<file path="config.mk">
export PLATFORM = sky130hd
export DESIGN_NAME = dsp_register_file_status
export DESIGN_NICKNAME = d
export VERILOG_FILES = /design/src/rtl/dsp_flag_unit.v /design/src/rtl/dsp_register_file_status.v
export VERILOG_INCLUDE_DIRS = /design/src /design/src/rtl
export SDC_FILE = /design/constraint.sdc
export NUM_CORES = 2
export LEC_CHECK = 0
export ABC_AREA = 1
export ABC_CLOCK_PERIOD_IN_PS = 17800
export CORE_ASPECT_RATIO = 0.8
export CORE_MARGIN = 2
export CORE_UTILIZATION = 40
export CTS_BUF_LIST = sky130_fd_sc_hd__clkbuf_4
export CTS_CLUSTER_DIAMETER = 50
export CTS_CLUSTER_SIZE = 8
export DETAILED_ROUTE_END_ITERATION = 10
export DONT_BUFFER_PORTS = 1
export SYNTH_ARGS = -nofsm -noshare
export SYNTH_HDL_FRONTEND = slang
export SYNTH_SLANG_ARGS = --single-unit
export TNS_END_PERCENT = 1
</file>
<file path="constraint.sdc">
create_clock -name core_clk -period 17.8 [get_ports core_clk]
set_input_delay 3.56 -clock core_clk [delete_from_list [all_inputs] [get_ports core_clk]]
set_output_delay 3.56 -clock core_clk [all_outputs]
set_load 0.01 [all_outputs]
</file>
<file path="src/rtl/dsp_regfile_map.vh">
// Constants for the DSP data registers and condition status word
`ifndef DSP_REGFILE_MAP_VH
`define DSP_REGFILE_MAP_VH

// ----------------------------------------
// Widths
// ----------------------------------------
`define BODY_W 32
`define GUARD_W 8
`define ACC_W 40
`define STATUS_STORED_W 8

// ----------------------------------------
// Status word layout and reset
// ----------------------------------------
`define STATUS_RESET 8'h00
`define STATUS_GREATER_BIT 7
`define STATUS_ZERO_BIT 6
`define STATUS_NEG_BIT 5
`define STATUS_OVF_BIT 4
`define STATUS_CSEL_HI 3
`define STATUS_CSEL_LO 1
`define STATUS_COND_BIT 0

// ----------------------------------------
// Condition select codes
// ----------------------------------------
`define CSEL_CARRY 3'h0
`define CSEL_NEGATIVE 3'h1
`define CSEL_ZERO 3'h2
`define CSEL_OVERFLOW 3'h3
`define CSEL_GREATER 3'h4
`define CSEL_ABOVE 3'h5

// ----------------------------------------
// Data register selectors
// ----------------------------------------
`define REG_ACCUM_FIRST 3'h0
`define REG_ACCUM_SECOND 3'h1
`define REG_MULT_IN_FIRST 3'h2
`define REG_MULT_IN_SECOND 3'h3
`define REG_XBUS_FIRST 3'h4
`define REG_XBUS_SECOND 3'h5
`define REG_YBUS_FIRST 3'h6
`define REG_YBUS_SECOND 3'h7

// ----------------------------------------
// System register selectors
// ----------------------------------------
`define SYS_STATUS 3'h0
`define SYS_ACCUM_FIRST 3'h1
`define SYS_XBUS_FIRST 3'h2
`define SYS_XBUS_SECOND 3'h3
`define SYS_YBUS_FIRST 3'h4
`define SYS_YBUS_SECOND 3'h5

// ----------------------------------------
// Operation codes
// ----------------------------------------
`define OP_ADD 4'h0
`define OP_SUB 4'h1
`define OP_CMP 4'h2
`define OP_COPY 4'h3
`define OP_AND 4'h4
`define OP_OR 4'h5
`define OP_XOR 4'h6
`define OP_CLEAR 4'h7
`define OP_PAR_MUL 4'h8
`define OP_XMEM_LOAD 4'h9
`define OP_YMEM_LOAD 4'hA
`define OP_SINGLE_WORD 4'hB
`define OP_SINGLE_LONG 4'hC
`define OP_SINGLE_GUARD 4'hD

`endif

</file>
<file path="src/rtl/dsp_flag_unit.v">
// Result flag and condition bit evaluation
`timescale 1ns/10ps
module dsp_flag_unit (
	input wire [39:0] result,
	input wire carry,
	input wire logic_mode,
	input wire [2:0] cond_select,
	output wire greater,
	output wire zero,
	output wire negative,
	output wire overflow,
	output reg cond_out
);
`include "dsp_regfile_map.vh"

	// ----------------------------------------
	// Flags
	// ----------------------------------------
	// Zero detect
	assign zero = logic_mode ? ~(|result[31:16]) : ~(|result);
	assign negative = logic_mode ? result[31] : result[39];
	assign overflow = logic_mode ? 1'b0 : ~((&result[39:31]) | ~(|result[39:31]));
	assign greater = ~negative & ~zero;

	// ----------------------------------------
	// Condition select
	// ----------------------------------------
	// Selected condition holds
	always @* begin
		case (cond_select)
			`CSEL_CARRY: cond_out = carry;
			`CSEL_NEGATIVE: cond_out = negative;
			`CSEL_ZERO: cond_out = zero;
			`CSEL_OVERFLOW: cond_out = overflow;
			`CSEL_GREATER: cond_out = greater;
			`CSEL_ABOVE: cond_out = ~negative;
			default: cond_out = 1'b0;
		endcase
	end

endmodule

</file>
<file path="src/rtl/dsp_register_file_status.v">
// DSP data register file with condition status word
`timescale 1ns/10ps
module dsp_register_file_status (
	input wire core_clk,
	input wire reset_n,
	input wire op_valid,
	input wire [3:0] op_code,
	input wire [2:0] op_src1,
	input wire [2:0] op_src2,
	input wire [2:0] op_dst,
	input wire op_conditional,
	input wire op_exec_on_true,
	input wire [31:0] op_data,
	input wire sys_wr_en,
	input wire [2:0] sys_wr_sel,
	input wire [31:0] sys_wr_data,
	input wire [2:0] sys_rd_sel,
	output reg [31:0] sys_rd_data,
	output wire [31:0] status_word,
	output wire cond_bit,
	output reg op_done,
	output reg op_skipped
);
`include "dsp_regfile_map.vh"

	// ----------------------------------------
	// Storage
	// ----------------------------------------
	// Accumulators and operands
	reg [31:0] accum_body [0:1];
	reg [7:0] accum_guard [0:1];
	reg [31:0] opnd_reg [0:5];
	reg [7:0] status_reg;
	reg [7:0] status_next;

	// ----------------------------------------
	// Helper functions
	// ----------------------------------------
	function [2:0] opnd_index;
		input [2:0] sel;
		begin
			opnd_index = sel - 3'h2;
		end
	endfunction

	function [39:0] sign_ext;
		input [31:0] value;
		begin
			sign_ext = {{8{value[31]}}, value};
		end
	endfunction

	function is_accum;
		input [2:0] sel;
		begin
			is_accum = (sel[2:1] == 2'h0);
		end
	endfunction

	function [39:0] read_source;
		input [2:0] sel;
		begin
			if (is_accum(sel)) begin
				read_source = {accum_guard[sel[0]], accum_body[sel[0]]};
			end else begin
				read_source = sign_ext(opnd_reg[opnd_index(sel)]);
			end
		end
	endfunction

	// ----------------------------------------
	// Data path
	// ----------------------------------------
	wire [39:0] src1;
	wire [39:0] src2;
	wire [40:0] sum_wide;
	wire [40:0] diff_wide;
	wire signed [31:0] product;
	wire [15:0] logic_and;
	wire [15:0] logic_or;
	wire [15:0] logic_xor;

	assign src1 = read_source(op_src1);
	assign src2 = read_source(op_src2);
	assign sum_wide = {1'b0, src1} + {1'b0, src2};
	assign diff_wide = {1'b0, src1} - {1'b0, src2};
	assign product = $signed(src1[31:16]) * $signed(src2[31:16]);
	assign logic_and = src1[31:16] & src2[31:16];
	assign logic_or = src1[31:16] | src2[31:16];
	assign logic_xor = src1[31:16] ^ src2[31:16];

	// ----------------------------------------
	// Operation decode
	// ----------------------------------------
	reg [39:0] alu_result;
	reg alu_carry;
	reg logic_mode;
	reg flag_op;
	reg dp_write;
	reg guard_only;
	reg [2:0] dst_sel;

	always @* begin
		alu_result = 40'h00_0000_0000;
		alu_carry = 1'b0;
		logic_mode = 1'b0;
		flag_op = 1'b0;
		dp_write = 1'b0;
		guard_only = 1'b0;
		dst_sel = op_dst;
		case (op_code)
			`OP_ADD: begin
				alu_result = sum_wide[39:0];
				alu_carry = sum_wide[40];
				flag_op = 1'b1;
				dp_write = 1'b1;
			end
			`OP_SUB: begin
				alu_result = diff_wide[39:0];
				alu_carry = diff_wide[40];
				flag_op = 1'b1;
				dp_write = 1'b1;
			end
			`OP_CMP: begin
				alu_result = diff_wide[39:0];
				alu_carry = diff_wide[40];
				flag_op = 1'b1;
			end
			`OP_COPY: begin
				alu_result = src1;
				flag_op = 1'b1;
				dp_write = 1'b1;
			end
			`OP_AND: begin
				alu_result = {8'h00, logic_and, 16'h0000};
				logic_mode = 1'b1;
				flag_op = 1'b1;
				dp_write = 1'b1;
			end
			`OP_OR: begin
				alu_result = {8'h00, logic_or, 16'h0000};
				logic_mode = 1'b1;
				flag_op = 1'b1;
				dp_write = 1'b1;
			end
			`OP_XOR: begin
				alu_result = {8'h00, logic_xor, 16'h0000};
				logic_mode = 1'b1;
				flag_op = 1'b1;
				dp_write = 1'b1;
			end
			`OP_CLEAR: begin
				flag_op = 1'b1;
				dp_write = 1'b1;
			end
			`OP_PAR_MUL: begin
				alu_result = sign_ext({product[30:0], 1'b0});
				dp_write = 1'b1;
			end
			`OP_XMEM_LOAD: begin
				alu_result = sign_ext({op_data[15:0], 16'h0000});
				dst_sel = {2'h2, op_dst[0]};
				dp_write = 1'b1;
			end
			`OP_YMEM_LOAD: begin
				alu_result = sign_ext({op_data[15:0], 16'h0000});
				dst_sel = {2'h3, op_dst[0]};
				dp_write = 1'b1;
			end
			`OP_SINGLE_WORD: begin
				alu_result = sign_ext({op_data[15:0], 16'h0000});
				dp_write = 1'b1;
			end
			`OP_SINGLE_LONG: begin
				alu_result = sign_ext(op_data);
				dp_write = 1'b1;
			end
			`OP_SINGLE_GUARD: begin
				alu_result = {32'h0000_0000, op_data[7:0]};
				dst_sel = {2'h0, op_dst[0]};
				guard_only = 1'b1;
				dp_write = 1'b1;
			end
			default: begin
				dp_write = 1'b0;
			end
		endcase
	end

	// ----------------------------------------
	// Flag evaluation
	// ----------------------------------------
	wire flag_greater;
	wire flag_zero;
	wire flag_negative;
	wire flag_overflow;
	wire flag_cond;

	dsp_flag_unit flags (
		.result(alu_result),
		.carry(alu_carry),
		.logic_mode(logic_mode),
		.cond_select(status_reg[`STATUS_CSEL_HI:`STATUS_CSEL_LO]),
		.greater(flag_greater),
		.zero(flag_zero),
		.negative(flag_negative),
		.overflow(flag_overflow),
		.cond_out(flag_cond)
	);

	// ----------------------------------------
	// Conditional gating
	// ----------------------------------------
	wire allowed;
	wire exec;
	wire dp_we;
	wire flag_we;

	assign allowed = ~op_conditional | (op_exec_on_true == status_reg[`STATUS_COND_BIT]);
	assign exec = op_valid & allowed;
	assign dp_we = exec & dp_write;
	assign flag_we = op_valid & flag_op & ~op_conditional;

	// ----------------------------------------
	// Status word
	// ----------------------------------------
	always @* begin
		status_next = status_reg;
		if (flag_we) begin
			status_next[`STATUS_GREATER_BIT] = flag_greater;
			status_next[`STATUS_ZERO_BIT] = flag_zero;
			status_next[`STATUS_NEG_BIT] = flag_negative;
			status_next[`STATUS_OVF_BIT] = flag_overflow;
			status_next[`STATUS_COND_BIT] = flag_cond;
		end else if (sys_wr_en && sys_wr_sel == `SYS_STATUS) begin
			status_next = sys_wr_data[7:0];
		end
	end

	always @(posedge core_clk) begin
		if (!reset_n) begin
			status_reg <= `STATUS_RESET;
		end else begin
			status_reg <= status_next;
		end
	end

	assign status_word = {24'h00_0000, status_reg};
	assign cond_bit = status_reg[`STATUS_COND_BIT];

	// ----------------------------------------
	// Data register writes
	// ----------------------------------------
	integer i;

	always @(posedge core_clk) begin
		for (i = 0; i < 2; i = i + 1) begin
			if (dp_we && dst_sel == i[2:0]) begin
				if (guard_only) begin
					accum_guard[i] <= alu_result[7:0];
				end else begin
					accum_guard[i] <= alu_result[39:32];
					accum_body[i] <= alu_result[31:0];
				end
			end else if (i == 0 && sys_wr_en && sys_wr_sel == `SYS_ACCUM_FIRST) begin
				accum_guard[i] <= {8{sys_wr_data[31]}};
				accum_body[i] <= sys_wr_data;
			end
		end
		for (i = 0; i < 6; i = i + 1) begin
			if (dp_we && !is_accum(dst_sel) && opnd_index(dst_sel) == i[2:0]) begin
				opnd_reg[i] <= alu_result[31:0];
			end else if (sys_wr_en && i >= 2 && sys_wr_sel == i[2:0]) begin
				opnd_reg[i] <= sys_wr_data;
			end
		end
	end

	// ----------------------------------------
	// System register read
	// ----------------------------------------
	always @(posedge core_clk) begin
		if (!reset_n) begin
			sys_rd_data <= 32'h0000_0000;
		end else begin
			case (sys_rd_sel)
				`SYS_STATUS: sys_rd_data <= status_word;
				`SYS_ACCUM_FIRST: sys_rd_data <= accum_body[0];
				`SYS_XBUS_FIRST: sys_rd_data <= opnd_reg[2];
				`SYS_XBUS_SECOND: sys_rd_data <= opnd_reg[3];
				`SYS_YBUS_FIRST: sys_rd_data <= opnd_reg[4];
				`SYS_YBUS_SECOND: sys_rd_data <= opnd_reg[5];
				default: sys_rd_data <= 32'h0000_0000;
			endcase
		end
	end

	// ----------------------------------------
	// Completion pulses
	// ----------------------------------------
	always @(posedge core_clk) begin
		if (!reset_n) begin
			op_done <= 1'b0;
			op_skipped <= 1'b0;
		end else begin
			op_done <= exec;
			op_skipped <= op_valid & ~allowed;
		end
	end

endmodule

</file>
==> results.md <==
* Async SR Flop Fraction at 0%
* Slowest stage cell, crit path: and2_0
* Num rows at between 90 and 100
* Max reg flops at 192
* Sink Count at ~310
* Initial Utilization at 40.16%
* Synth Cell Area at 36460 um2
* Drt pass-1 iters at 8
* Syn avg cell area at approximately 7.0 um2
* PortBufs at 0
* Post-synth top flop: edfxtp_1
* RePlAce Congestion at 1.031
* Total wire length at 159.0 mm
* Total GRT Usage at 33.39%
* Hold/Removal Path Class: reg2reg
* CP Capture Type: register
* H-Tree Depth at 2
* CTS tree: yes
* Most frequent CP cell: inv_1
* Final Setup Violations at 0
* RSZ-0062 raised after global routing: false
* Die height at 274.0 um
* Yosys top cell area share at 22.40%
* Highest Clock Rate at 76.35 MHz
* Crit start category: primary input
* Worst slew margin at 21.41%
* Synth area leaders: edfxtp_1 22%, fa_1 14%, nand2_1 13%
* Clock skew at 0.07786 ns
* Total negative slack at 0 ns
* Starting DRT DRC Count at 5090
* Gr ovfl total at 0
* Mux cell area share after synthesis at 0%
* # resized after CTS at 0
* Yosys top cell by area: edfxtp_1
* Sequential area share after synthesis at between 20 and 25%
* Critical Path Max Stage Delay at roughly 0.9 ns
* CTS Buf Count at 45
* Root Driver: clkbuf_4
* Most frequent cell after synthesis: nand2_1
* Yosys warnings at 0
* Core area at 90800 um2
* Final net count at between 5000 and 6000
* Number of routed nets with antenna violations at 0
* Slew @ Worst Pin at 1.178 ns
* Die width at 341.5 um
* R2r setup slk at between 7 and 8 ns
* Final Max Tran Viols at 0
* Syn-to-layout area delta at 3.511%
* Seq. cell area at 9009 um2
* Post-synthesis adder-cell area fraction at 20.31%
* Final min period at 13.10 ns
* Area fraction in compound gates after synthesis at between 15 and 20%
* Die area at roughly 94000 um2
* Fin. Hold Viols at 0
* XOR/XNOR Fraction of Synth Area at 0.3123%
* WP data required at 18.49 ns
* Number of synthesized flops with an enable pin at around 270
* Main combinational cell family by area after synthesis: simple AND/OR/NAND/NOR gates
* Max-Cap Viols at 0
* WP data arrival at 13.79 ns
* Clock-pin slew on the worst setup and hold paths at 0.12 ns
* I/O pin cnt at 156
* Global-route wire length before repair at 230.0 mm
* FILL cells at 9644
* Max clock buf depth at 3
* CP max FO at roughly 120
* Vias at 36530
* Post-synth top cells: 1238 x nand2_1, 889 x inv_1, 474 x nor2_1
* Clk Latency, worst-skew pair at about 0.8 ns
* Pin count of the biggest net entering global routing at roughly 170
* FF+latch count, synth at 314
* Cells after Synth at 5184
* Remaining routing DRC violations at 0
* Area occupied by multi-input gates at about 23000 um2
* Detail Placement HPWL at 122.4 mm
* Avg Vias per Cell at a little under 6
* Number of antenna violations at the first check in global routing at 16
* Final period utilization at 73.58%
* Post-CTS setup buffer count at 0
* Status: finished, final reports clean
* Simple-Gate Fraction of Synth Area at around a quarter
* Fin Hold WS at roughly 0.54 ns
* WS Path Type: in2reg
* Vias in the first global route at between 30000 and 40000
* Unique cell type count in the Yosys netlist at 64
* Drt wl/cell at roughly 25 um
* Post-CTS Hold Fix Bufs at 0
* Share of layout cells above drive strength 1 at 4.451%
## logic make-up after synthesis
logic type | Yosys count
xor+xnor | 13
other cells | 1
fa+ha+maj | 437
simple gates | 2258
flops | 314
buf+inv | 1182
compound gates | 979
## routing by layer
layer,vias to the layer above,track usage (%),wire length [um]
li1,16420,-,-
met1,17510,48.46,68540
met2,2277,48.07,64720
met3,315,8.264,19440
met4,10,11.35,6225
met5,-,0,66
## final cells by class
class                           instances  area share, %
Tap cell                             1212          4.018
Inverter                              925          9.220
Sequential cell                       314          23.87
Clock buffer                           71          1.412
Clock inverter                          4        0.04310
Timing Repair Buffer                   53          1.054
Antenna cell                           11        0.07294
Multi-Input combinational cell       3711          60.31
## worst max-delay path, delay by kind of cell
kind | cells | cell delay [ns]
buffers and inverters | 10 | 1.37
AO/OA/AOI/OAI | 5 | 0.54
AND/OR/NAND/NOR | 15 | 3.92
adder cells (fa/ha/maj) | 9 | 4.25
## stage by stage
step / setup WS [ns] / instances / util [%] / area (um2)
after global placement: 4.031 / 6215 / 40.93 / 37160
after CTS: 5.005 / 6290 / 41.54 / 37710
after global routing: 4.510 / 6294 / 41.55 / 37720
after detailed placement: 4.214 / 6215 / 40.93 / 37160
final: 4.702 / 6301 / 41.57 / 37740
after floorplan: 6.630 / 5207 / - / 36550
## placed cells by master (no fill, tap or decap), types with 14 or more instances in the layout
cell type,synthesis,layout
nor3_1,33,30
nand2_2,12,18
ha_1,179,178
nor2_2,16,19
nand3_1,345,345
edfxtp_1,272,272
a21oi_1,272,272
buf_4,30,53
inv_2,16,19
o21bai_1,21,21
fa_1,258,258
o21ai_1,24,24
dfxtp_1,42,42
clkbuf_4,0,71
conb_1,1,24
o211ai_1,107,107
clkinv_1,17,18
and2_1,27,27
a31oi_1,23,23
nand2_1,1238,1232
nor2_1,474,471
o22ai_1,53,53
inv_1,889,888
a32oi_1,14,14
nand4_1,65,65
o21ai_0,404,404
a211oi_1,24,24
## final timing paths
kind                            depth (start not counted)              from              to
worst max-delay path                                   39        op_src2[1]   status_reg[0]
worst max register to register                         34   opnd_reg[2][17]   status_reg[0]
worst min register to register                          2  accum_body[0][8]  sys_rd_data[8]
worst min-delay path                                    2  accum_body[0][8]  sys_rd_data[8]
Power is left out: the tool's default activity adds up to more than one toggle a clock period on the data nets, which glitch-free logic cannot reach.
